--- config.mk ---
export PLATFORM = sky130hd
export DESIGN_NAME = aapm_pin_mux
export DESIGN_NICKNAME = d
export VERILOG_FILES = /design/src/aapm_pin_drv.v /design/src/aapm_pin_mux.v
export VERILOG_INCLUDE_DIRS = /design/src /design/src/src
export SDC_FILE = /design/constraint.sdc
export NUM_CORES = 1
export LEC_CHECK = 0
export BUFFER_PORTS_ARGS = -buffer_cell sky130_fd_sc_hd__buf_4
export CAP_MARGIN = 10
export CORE_MARGIN = 5
export CORE_UTILIZATION = 51
export CTS_CLUSTER_DIAMETER = 120
export DETAILED_ROUTE_END_ITERATION = 8
export PLACE_DENSITY = 0.83
export SYNTH_ARGS = -nofsm -noshare
export SYNTH_HDL_FRONTEND = slang
export SYNTH_SLANG_ARGS = --single-unit
--- constraint.sdc ---
create_clock -name ref_clk_i -period 3.6 [get_ports ref_clk_i]
set_input_delay 0.72 -clock ref_clk_i [delete_from_list [all_inputs] [get_ports ref_clk_i]]
set_output_delay 0.72 -clock ref_clk_i [all_outputs]
set_load 0.05 [all_outputs]
--- src/aapm_map.vh ---
`ifndef AAPM_MAP_VH
`define AAPM_MAP_VH

// Clock generator reference selection
`define AAPM_REF_W 2
`define AAPM_REF_MCLK 2'h0
`define AAPM_REF_BCLK 2'h1
`define AAPM_REF_DIN 2'h2
`define AAPM_REF_GPIO 2'h3

// Converter clock input selection
`define AAPM_CDC_W 2
`define AAPM_CDC_MCLK 2'h0
`define AAPM_CDC_BCLK 2'h1
`define AAPM_CDC_GPIO 2'h2
`define AAPM_CDC_PLL 2'h3

// Serial data input pin functions
`define AAPM_DIN_W 2
`define AAPM_DIN_AUDIO 2'h0
`define AAPM_DIN_GPI 2'h1
`define AAPM_DIN_CLK 2'h2

// General-purpose pin functions
`define AAPM_GPIO_W 4
`define AAPM_GPIO_OFF 4'h0
`define AAPM_GPIO_CLK 4'h1
`define AAPM_GPIO_GPI 4'h2
`define AAPM_GPIO_GPO 4'h3
`define AAPM_GPIO_FIRST_INTERRUPT_OUT 4'h4
`define AAPM_GPIO_SECOND_INTERRUPT_OUT 4'h5
`define AAPM_GPIO_SBCLK_IN 4'h6
`define AAPM_GPIO_SWCLK_IN 4'h7
`define AAPM_GPIO_SDIN 4'h8
`define AAPM_GPIO_SBCLK_OUT 4'h9
`define AAPM_GPIO_SWCLK_OUT 4'ha
`define AAPM_GPIO_AUXCLK 4'hb
`define AAPM_GPIO_DOUT 4'hc

// Control clock pin functions
`define AAPM_SCLK_W 3
`define AAPM_SCLK_CTRL 3'h0
`define AAPM_SCLK_GPI 3'h1
`define AAPM_SCLK_SBCLK_IN 3'h2
`define AAPM_SCLK_SWCLK_IN 3'h3
`define AAPM_SCLK_SDIN 3'h4

// Control data-out pin functions
`define AAPM_MISO_W 3
`define AAPM_MISO_CTRL 3'h0
`define AAPM_MISO_GPO 3'h1
`define AAPM_MISO_FIRST_INTERRUPT_OUT 3'h2
`define AAPM_MISO_SECOND_INTERRUPT_OUT 3'h3
`define AAPM_MISO_SBCLK_OUT 3'h4
`define AAPM_MISO_SWCLK_OUT 3'h5
`define AAPM_MISO_SDOUT 3'h6
`define AAPM_MISO_AUXCLK 3'h7

// Output enable polarity, active low
`define AAPM_OE_DRIVE 1'b0
`define AAPM_OE_RELEASE 1'b1

`endif

--- src/aapm_pin_drv.v ---
`timescale 1ns/1ps
`default_nettype none

`include "aapm_map.vh"

// One output-capable pin: a function code picks one source, so only one
// function can ever own the pin.
module aapm_pin_drv #(
    parameter FUNC_W = 3
) (
    input wire ref_clk_i,
    input wire reset_i,
    input wire [FUNC_W-1:0] func_i,
    input wire [(1<<FUNC_W)-1:0] src_i,
    input wire [(1<<FUNC_W)-1:0] drive_i,
    output wire pin_out_o,
    output wire pin_oe_n_o
);

    reg out_reg;
    reg oe_n_reg;

    always @(posedge ref_clk_i)
    begin
        if (reset_i)
        begin
            out_reg <= 1'b0;
            oe_n_reg <= `AAPM_OE_RELEASE;
        end
        else
        begin
            // Data forced low while released to keep the wire quiet
            out_reg <= src_i[func_i] & drive_i[func_i];
            oe_n_reg <= drive_i[func_i] ? `AAPM_OE_DRIVE : `AAPM_OE_RELEASE;
        end
    end

    assign pin_out_o = out_reg;
    assign pin_oe_n_o = oe_n_reg;

endmodule // aapm_pin_drv

`default_nettype wire

--- src/aapm_pin_mux.v ---
// Notes on behaviour
// The clock generator reference is chosen from the master clock, bit clock, serial data or general-purpose pin.
// The master clock pin may feed the clock generator reference and the converter clock together.
// The bit clock pin may feed the clock generator, converter clock and audio bit clock input together.
// The general-purpose pin, set as clock input, may feed clock generator and converter clock together.
// A pin given an exclusive function serves that function and nothing else.
// The general-purpose pin never carries the first interrupt while it serves as general-purpose output.
// First general-purpose output sits on the general-purpose pin, the second on control data-out.
// Three general-purpose inputs come from serial data, general-purpose and control clock pins.
// After reset master clock feeds the converter and bit clock, word clock and data serve the audio port.
// Interrupts, secondary clock outputs and auxiliary clock go on general-purpose or control data-out pin.
`timescale 1ns/1ps
`default_nettype none

`include "aapm_map.vh"

module aapm_pin_mux (
    input wire ref_clk_i,
    input wire reset_i,
    // Configuration, taken on cfg_load_i
    input wire cfg_load_i,
    input wire [`AAPM_REF_W-1:0] cfg_ref_sel_i,
    input wire [`AAPM_CDC_W-1:0] cfg_cdc_sel_i,
    input wire cfg_bclk_master_i,
    input wire cfg_wclk_master_i,
    input wire [`AAPM_DIN_W-1:0] cfg_din_func_i,
    input wire [`AAPM_GPIO_W-1:0] cfg_gpio_func_i,
    input wire [`AAPM_SCLK_W-1:0] cfg_sclk_func_i,
    input wire [`AAPM_MISO_W-1:0] cfg_miso_func_i,
    // Pins
    input wire mclk_pin_i,
    input wire bclk_pin_i,
    output wire bclk_pin_o,
    output wire bclk_oe_n_o,
    input wire wclk_pin_i,
    output wire wclk_pin_o,
    output wire wclk_oe_n_o,
    input wire din_pin_i,
    input wire gpio_pin_i,
    output wire gpio_pin_o,
    output wire gpio_oe_n_o,
    input wire sclk_pin_i,
    output wire miso_pin_o,
    output wire miso_oe_n_o,
    // Internal sources
    input wire pll_clk_i,
    input wire asi_bclk_out_i,
    input wire asi_wclk_out_i,
    input wire asi_dout_i,
    input wire gpo1_i,
    input wire gpo2_i,
    input wire first_interrupt_out_i,
    input wire second_interrupt_out_i,
    input wire sec_bclk_out_i,
    input wire sec_wclk_out_i,
    input wire sec_dout_i,
    input wire aux_clk_i,
    input wire ctl_dout_i,
    input wire ctl_dout_en_i,
    // Internal destinations
    output wire pll_ref_o,
    output wire codec_clkin_o,
    output wire asi_bclk_o,
    output wire asi_wclk_o,
    output wire asi_din_o,
    output wire [2:0] gpi_o,
    output wire sec_bclk_o,
    output wire sec_wclk_o,
    output wire sec_din_o,
    output wire ctl_sclk_o
);

    // Active configuration
    reg [`AAPM_REF_W-1:0] ref_sel_reg;
    reg [`AAPM_CDC_W-1:0] cdc_sel_reg;
    reg bclk_master_reg;
    reg wclk_master_reg;
    reg [`AAPM_DIN_W-1:0] din_func_reg;
    reg [`AAPM_GPIO_W-1:0] gpio_func_reg;
    reg [`AAPM_SCLK_W-1:0] sclk_func_reg;
    reg [`AAPM_MISO_W-1:0] miso_func_reg;

    // Registered destinations
    reg pll_ref_reg, pll_ref_next;
    reg codec_clkin_reg, codec_clkin_next;
    reg asi_bclk_reg, asi_wclk_reg, asi_din_reg;
    reg [2:0] gpi_reg;
    reg sec_bclk_reg, sec_bclk_next;
    reg sec_wclk_reg, sec_wclk_next;
    reg sec_din_reg, sec_din_next;
    reg ctl_sclk_reg;
    reg bclk_out_reg, bclk_oe_n_reg;
    reg wclk_out_reg, wclk_oe_n_reg;

    wire bclk_free;
    wire gpio_clk;
    wire [15:0] gpio_src;
    wire [15:0] gpio_drv;
    wire [7:0] miso_src;
    wire [7:0] miso_drv;

    // default allocation
    always @(posedge ref_clk_i)
    begin
        if (reset_i)
        begin
            ref_sel_reg <= `AAPM_REF_MCLK;
            cdc_sel_reg <= `AAPM_CDC_MCLK;
            bclk_master_reg <= 1'b0;
            wclk_master_reg <= 1'b0;
            din_func_reg <= `AAPM_DIN_AUDIO;
            gpio_func_reg <= `AAPM_GPIO_OFF;
            sclk_func_reg <= `AAPM_SCLK_CTRL;
            miso_func_reg <= `AAPM_MISO_CTRL;
        end
        else if (cfg_load_i)
        begin
            ref_sel_reg <= cfg_ref_sel_i;
            cdc_sel_reg <= cfg_cdc_sel_i;
            bclk_master_reg <= cfg_bclk_master_i;
            wclk_master_reg <= cfg_wclk_master_i;
            din_func_reg <= cfg_din_func_i;
            gpio_func_reg <= cfg_gpio_func_i;
            sclk_func_reg <= cfg_sclk_func_i;
            miso_func_reg <= cfg_miso_func_i;
        end
    end

    // bit clock output owns the pin, so it feeds no input
    assign bclk_free = ~bclk_master_reg;
    assign gpio_clk = (gpio_func_reg == `AAPM_GPIO_CLK);

    always @*
    begin
        // reference from one of four pins
        case (ref_sel_reg)
            `AAPM_REF_MCLK: pll_ref_next = mclk_pin_i;
            `AAPM_REF_BCLK: pll_ref_next = bclk_pin_i & bclk_free;
            // data pin lends itself only when given to the clock
            `AAPM_REF_DIN: pll_ref_next = din_pin_i & (din_func_reg == `AAPM_DIN_CLK);
            `AAPM_REF_GPIO: pll_ref_next = gpio_pin_i & gpio_clk;
            default: pll_ref_next = 1'b0;
        endcase
        // converter clock chosen independently of reference
        case (cdc_sel_reg)
            `AAPM_CDC_MCLK: codec_clkin_next = mclk_pin_i;
            `AAPM_CDC_BCLK: codec_clkin_next = bclk_pin_i & bclk_free;
            `AAPM_CDC_GPIO: codec_clkin_next = gpio_pin_i & gpio_clk;
            `AAPM_CDC_PLL: codec_clkin_next = pll_clk_i;
            default: codec_clkin_next = 1'b0;
        endcase
        // Secondary inputs: general-purpose pin wins if both claim one
        sec_bclk_next = (gpio_func_reg == `AAPM_GPIO_SBCLK_IN) ? gpio_pin_i :
            (sclk_func_reg == `AAPM_SCLK_SBCLK_IN) & sclk_pin_i;
        sec_wclk_next = (gpio_func_reg == `AAPM_GPIO_SWCLK_IN) ? gpio_pin_i :
            (sclk_func_reg == `AAPM_SCLK_SWCLK_IN) & sclk_pin_i;
        sec_din_next = (gpio_func_reg == `AAPM_GPIO_SDIN) ? gpio_pin_i :
            (sclk_func_reg == `AAPM_SCLK_SDIN) & sclk_pin_i;
    end

    always @(posedge ref_clk_i)
    begin
        if (reset_i)
        begin
            pll_ref_reg <= 1'b0;
            codec_clkin_reg <= 1'b0;
            asi_bclk_reg <= 1'b0;
            asi_wclk_reg <= 1'b0;
            asi_din_reg <= 1'b0;
            gpi_reg <= 3'h0;
            sec_bclk_reg <= 1'b0;
            sec_wclk_reg <= 1'b0;
            sec_din_reg <= 1'b0;
            ctl_sclk_reg <= 1'b0;
            bclk_out_reg <= 1'b0;
            bclk_oe_n_reg <= `AAPM_OE_RELEASE;
            wclk_out_reg <= 1'b0;
            wclk_oe_n_reg <= `AAPM_OE_RELEASE;
        end
        else
        begin
            pll_ref_reg <= pll_ref_next;
            codec_clkin_reg <= codec_clkin_next;
            // bit clock also reaches the audio port
            asi_bclk_reg <= bclk_pin_i & bclk_free;
            // word clock pin is input or output, never both
            asi_wclk_reg <= wclk_pin_i & ~wclk_master_reg;
            // data pin serves audio only when so assigned
            asi_din_reg <= din_pin_i & (din_func_reg == `AAPM_DIN_AUDIO);
            // three sampled general-purpose inputs
            gpi_reg[0] <= din_pin_i & (din_func_reg == `AAPM_DIN_GPI);
            gpi_reg[1] <= gpio_pin_i & (gpio_func_reg == `AAPM_GPIO_GPI);
            gpi_reg[2] <= sclk_pin_i & (sclk_func_reg == `AAPM_SCLK_GPI);
            sec_bclk_reg <= sec_bclk_next;
            sec_wclk_reg <= sec_wclk_next;
            sec_din_reg <= sec_din_next;
            ctl_sclk_reg <= sclk_pin_i & (sclk_func_reg == `AAPM_SCLK_CTRL);
            // master outputs take the clock pins exclusively
            bclk_out_reg <= asi_bclk_out_i & bclk_master_reg;
            bclk_oe_n_reg <= bclk_master_reg ? `AAPM_OE_DRIVE : `AAPM_OE_RELEASE;
            wclk_out_reg <= asi_wclk_out_i & wclk_master_reg;
            wclk_oe_n_reg <= wclk_master_reg ? `AAPM_OE_DRIVE : `AAPM_OE_RELEASE;
        end
    end

    // one code per pin keeps output and first interrupt apart
    // output functions of the general-purpose pin
    assign gpio_src = {3'h0, asi_dout_i, aux_clk_i, sec_wclk_out_i, sec_bclk_out_i,
        3'h0, second_interrupt_out_i, first_interrupt_out_i, gpo1_i, 3'h0};
    assign gpio_drv = 16'h1e38;

    // output functions of the control data-out pin
    assign miso_src = {aux_clk_i, sec_dout_i, sec_wclk_out_i, sec_bclk_out_i,
        second_interrupt_out_i, first_interrupt_out_i, gpo2_i, ctl_dout_i};
    // Control read data releases the pin between transfers
    assign miso_drv = {7'h7f, ctl_dout_en_i};

    aapm_pin_drv #(
        .FUNC_W(`AAPM_GPIO_W)
    ) u_gpio_drv (
        .ref_clk_i(ref_clk_i),
        .reset_i(reset_i),
        .func_i(gpio_func_reg),
        .src_i(gpio_src),
        .drive_i(gpio_drv),
        .pin_out_o(gpio_pin_o),
        .pin_oe_n_o(gpio_oe_n_o)
    );

    aapm_pin_drv #(
        .FUNC_W(`AAPM_MISO_W)
    ) u_miso_drv (
        .ref_clk_i(ref_clk_i),
        .reset_i(reset_i),
        .func_i(miso_func_reg),
        .src_i(miso_src),
        .drive_i(miso_drv),
        .pin_out_o(miso_pin_o),
        .pin_oe_n_o(miso_oe_n_o)
    );

    assign pll_ref_o = pll_ref_reg;
    assign codec_clkin_o = codec_clkin_reg;
    assign asi_bclk_o = asi_bclk_reg;
    assign asi_wclk_o = asi_wclk_reg;
    assign asi_din_o = asi_din_reg;
    assign gpi_o = gpi_reg;
    assign sec_bclk_o = sec_bclk_reg;
    assign sec_wclk_o = sec_wclk_reg;
    assign sec_din_o = sec_din_reg;
    assign ctl_sclk_o = ctl_sclk_reg;
    assign bclk_pin_o = bclk_out_reg;
    assign bclk_oe_n_o = bclk_oe_n_reg;
    assign wclk_pin_o = wclk_out_reg;
    assign wclk_oe_n_o = wclk_oe_n_reg;

endmodule // aapm_pin_mux

`default_nettype wire

## After elaboration in Yosys (flattened, before gate mapping)

Memory sizes are Yosys's and may differ from the RTL's. A register that Yosys moved wholly into a read port is not among the register bits.
Cells that the tools add are included.

| cells by class | value |
|---|---|
| order comparisons | 2 |
| eq/ne operators | 17 |
| multiplexer cells | 18 |
| bitwise logic cells | 18 |
| reductions and logical operators | 4 |

Operator list:

| operator | count |
|---|---|
| $and A1 B1 Y1 | 16 |
| $mux W1 | 11 |
| $eq A2 B2 Y1 const B | 5 |
| $eq A4 B3 Y1 const B | 2 |
| $mux W4 | 2 |
| $pmux W1 S4 | 2 |
| $bmux W1 S3 | 2 |
| $eq A2 B1 Y1 const B | 3 |
| $eq A3 B2 Y1 const B | 2 |
| $logic_not A2 Y1 | 3 |
| $lt A4 B5 Y1 const B | 1 |
| $bmux W1 S4 | 1 |
| $eq A4 B1 Y1 const B | 1 |
| $eq A4 B2 Y1 const B | 1 |
| $eq A4 B4 Y1 const B | 1 |
| $lt A3 B4 Y1 const B | 1 |
| $eq A3 B1 Y1 const B | 1 |
| $eq A3 B3 Y1 const B | 1 |
| $logic_not A3 Y1 | 1 |
| $not A1 Y1 | 2 |

| storage, ports and cells | value |
|---|---|
| bits in registers | 38 |
| ROM bits | 16 |
| input bits | 41 |
| memories kept | 1 |

Memories:

| memory | words | width | read ports | clocked after Yosys merged registers in | wr ports | line | RTL |
|---|---|---|---|---|---|---|---|
| (name not given) | 16 | 1 | 1 | 1 | 0 | aapm_pin_drv.v:33 | `out_reg <= src_i[func_i] & drive_i[func_i];` |

## Longest topological paths before layout

| logic depth | value |
|---|---|
| word-level depth | 3 |
| mapped depth | 5 |
| depth with buffers taken out | 4 |

## Hierarchy

From an unflattened synthesis, not the netlist that was laid out.

| second synthesis, totals | value |
|---|---|
| cells, all modules | 164 |
| area total of the unflattened synthesis | 1811.7 µm² |

By module, submodules not included:

| module | instances | cells an instance | area each (µm²) |
|---|---|---|---|
| aapm_pin_mux | 1 | 118 | 1262.5 |
| aapm_pin_drv (u_gpio_drv) | 1 | 29 | 356.6 |
| aapm_pin_drv (u_miso_drv) | 1 | 17 | 192.7 |

## Worst setup path after synthesis

OpenSTA, ideal clock, no wires.

| timing path | value |
|---|---|
| kind | input -> register |
| from | input cfg_load_i |
| to | register cdc_sel_reg[0] |
| setup time | 0.128 ns |
| arrival time | 1.383 ns |
| setup slack | 2.090 ns |
| stages on the path | 4 |
| buffers on the path | 2 |
| cells stage by stage | clkbuf_1 -> buf_2 -> mux2i_1 -> nor2_1 |

RTL lines:

| item | line | RTL |
|---|---|---|
| start, declared | aapm_pin_mux.v:21 | `input wire cfg_load_i,` |
| end signal, assigned | aapm_pin_mux.v:108 | `` cdc_sel_reg <= `AAPM_CDC_MCLK; `` |
| end signal, assigned | aapm_pin_mux.v:119 | `cdc_sel_reg <= cfg_cdc_sel_i;` |
| end, declared | aapm_pin_mux.v:75 | `` reg [`AAPM_CDC_W-1:0] cdc_sel_reg; `` |

## Final worst setup path

| timing path | value |
|---|---|
| from | register sec_din_reg, in the netlist sec_din_o |
| to | output sec_din_o |

RTL lines:

| item | line | RTL |
|---|---|---|
| start, declared | aapm_pin_mux.v:90 | `reg sec_din_reg, sec_din_next;` |
| start signal, assigned | aapm_pin_mux.v:196 | `sec_din_reg <= sec_din_next;` |
| end, declared | aapm_pin_mux.v:69 | `output wire sec_din_o,` |

No word-level cell between the ends.

==> results.sh <==
export IMPL_layout_common_cells="buf_4, dfxtp_1, nor2_1"
export IMPL_final_common_cell="buf_4"
export IMPL_floorplan_die_area_um2=4280
export IMPL_crit_path_cell_trace="buf_4"
export IMPL_fin_tns_setup_ns=0
export IMPL_synth_area_leaders="dfxtp_1, mux2i_1, nor2_1"
export IMPL_max_slew_worst_pin_slew_ns=0.441
export IMPL_syn_instance_count=160
export IMPL_cts_resized=0
export IMPL_fp_row_count=20
export IMPL_cap_violations=0
export IMPL_r2r_start="gpio_func_reg[0]"
export IMPL_cts_made_buffers=5
export IMPL_p_leak_nw=0.911
export IMPL_root_buffer="clkbuf_4"
export IMPL_synth_edf_count=0
export IMPL_core_um2=3000
export IMPL_rsz0062_at_grt="no"
export IMPL_min_path_type="flop to flop"
export IMPL_cts_sinks=39
export IMPL_io_pins=61
export IMPL_max_freq_mhz=631
export IMPL_h_tree_depth=2
export IMPL_whs_path_depth=1
export IMPL_initial_core_util=0.522
export IMPL_maxSlewHeadroom=0.702
export IMPL_worstSkewPairLatency_ns=0.34
export IMPL_status="finished clean"
export IMPL_finalHoldViolations=0
export IMPL_crit_family="flip-flops"
export IMPL_slowest_stage="dfxtp_1"
export IMPL_ant_nets=0
export IMPL_path_class="flop to output pin"
export IMPL_use_met1=0.207
export IMPL_skew_ns=0.00313
export IMPL_fin_nets=258
export IMPL_slew_viol_final=0
export IMPL_route_detailed_drc=0
export IMPL_synth_warnings=0
export IMPL_grtUsageMet2=0.298
export IMPL_avgSynthCellArea_um2=9.80
export IMPL_place_inst=243
export IMPL_synth_top_area_frac=0.498
export IMPL_die_height_um=65.4
export IMPL_fill_cells=267
export IMPL_crit_arrival_ns=0.86
export IMPL_gp_congestion=0.827
export IMPL_crit_required_ns=2.88
export IMPL_die_width_um=65.4
export IMPL_largest_reg_flops=4
export IMPL_grt_total_usage=0.182
export IMPL_dominantRegCellSynth="dfxtp_1"
export IMPL_whs_endpoint="u_gpio_drv.pin_oe_n_o"
export IMPL_synth_nets=201
export IMPL_worstRegToRegCells=3
export IMPL_endpoint_kind="output pin"
export IMPL_drt_pass1_iterations=4
export IMPL_finalSetupViolations=0
export IMPL_netlist_area_um2=1570
export IMPL_routed_wl_mm=3.76
export IMPL_period_share=0.440
export IMPL_path_clk_slew_ns=0.10
export IMPL_synthArstFlopShare=0
export IMPL_busiest_layer="met2"
export IMPL_vias_per_cell=5.55
export IMPL_grt_use_met3=0.0718
export IMPL_vias=1381
export IMPL_ys_seq_area_frac=0.498
export IMPL_routedWlPerCell_um=15.1
export IMPL_dp_hpwl_mm=2.72
export IMPL_grt_pass1_wl_mm=5.94
export IMPL_cts_buffer_depth=2
export IMPL_final_cell_area_um2=2040
export IMPL_synthDistinctLibCells=29
export IMPL_stdcell_count=249
export IMPL_antenna_cells=0
export IMPL_cp_max_fo=1
export IMPL_io_buffers=60
export IMPL_grt_pass1_vias=1325
export IMPL_drt_iter0_markers=87
export IMPL_place_area_um2=1990
export IMPL_yosys_register_bits=39
export IMPL_postCtsSetupRepairBufs=0
export IMPL_power_density_nw_per_um2=406
export IMPL_max_vdd_ir_drop_mv=0.236
export IMPL_cp_num_buf_inv=1
export IMPL_cpPeakStageDelay_ns=0.33
export IMPL_period_minus_slack_ns=1.58
export IMPL_timing_rr_end="sec_bclk_o"
export IMPL_antenna_found_initial=0
export IMPL_r2r_setup_slack_ns=2.20
export IMPL_start_kind="flop"
export IMPL_gr_total_overflow=0
export IMPL_grt_max_degree=31
export IMPL_area_growth_pct=29.8
export IMPL_synth_top_cell_by_area="dfxtp_1"
export IMPL_drive_above_1_share=0.324
export IMPL_cts_tree="built"
export IMPL_cts_hold_buf=0
layout make-up:
class | count | area (um2) | area share
inverter | 1 | 3.75 | 0.00184
timing repair buffer | 60 | 450 | 0.221
tap | 33 | 41.3 | 0.0203
clock buffer | 6 | 41.3 | 0.0203
multi-input combinational | 110 | 718 | 0.353
sequential | 39 | 781 | 0.384
cell families after synthesis:
| family | count (synthesis) | synth area share |
|---|---|---|
| AOI/OAI and AO/OA | 20 | 0.0726 |
| adders and majority gates | 1 | 0.00638 |
| buffers and inverters | 11 | 0.0439 |
| DFF | 39 | 0.498 |
| muxes | 21 | 0.150 |
| and+or+nand+nor | 68 | 0.229 |
synthesized netlist by cell type, drive strengths merged (2+ instances only):
library cell / instances
a21oi: 13
and3: 3
buf: 7
clkbuf: 3
dfxtp: 39
mux2i: 19
mux4: 2
nand2: 12
nand2b: 3
nand3b: 3
nand4b: 2
nor2: 28
nor3: 4
nor3b: 2
nor4: 2
nor4b: 6
o22ai: 2
metal layers:
layer	share of wire	vias to the layer above
met3	0.077	7
met5	0	-
met4	0.015	0
li1	-	681
met2	0.51	49
met1	0.40	644
per-stage QoR:
stage	total power, mW	utilization	setup slack [ns]	hold slack [ns]
4_1_cts	0.833	0.678	2.00	0.407
5_1_grt	0.866	0.678	1.96	0.442
3_5_place_dp	0.637	0.664	1.91	0.383
3_3_place_gp	0.632	0.664	1.97	0.383
2_1_floorplan	0.576	-	2.09	0.372
6_report	0.827	0.678	2.02	0.409
power breakdown:
part	internal, mW	leakage [nW]	switching [mW]
Clock	0.0695	0.0242	0.129
Combinational	0.0706	0.566	0.0822
Sequential	0.454	0.321	0.0211
worst max-delay path by stage:
stage	from	to	cells past startpoint
3_3_place_gp	reset_i	u_gpio_drv.pin_out_o	5
2_1_floorplan	cfg_load_i	cdc_sel_reg[0]	4
5_1_grt	sec_din_o	sec_din_o	1
6_report	sec_din_o	sec_din_o	1
4_1_cts	pll_ref_o	pll_ref_o	1
3_5_place_dp	reset_i	u_gpio_drv.pin_out_o	5
No activity file was read; power rests on OpenSTA's default activity.
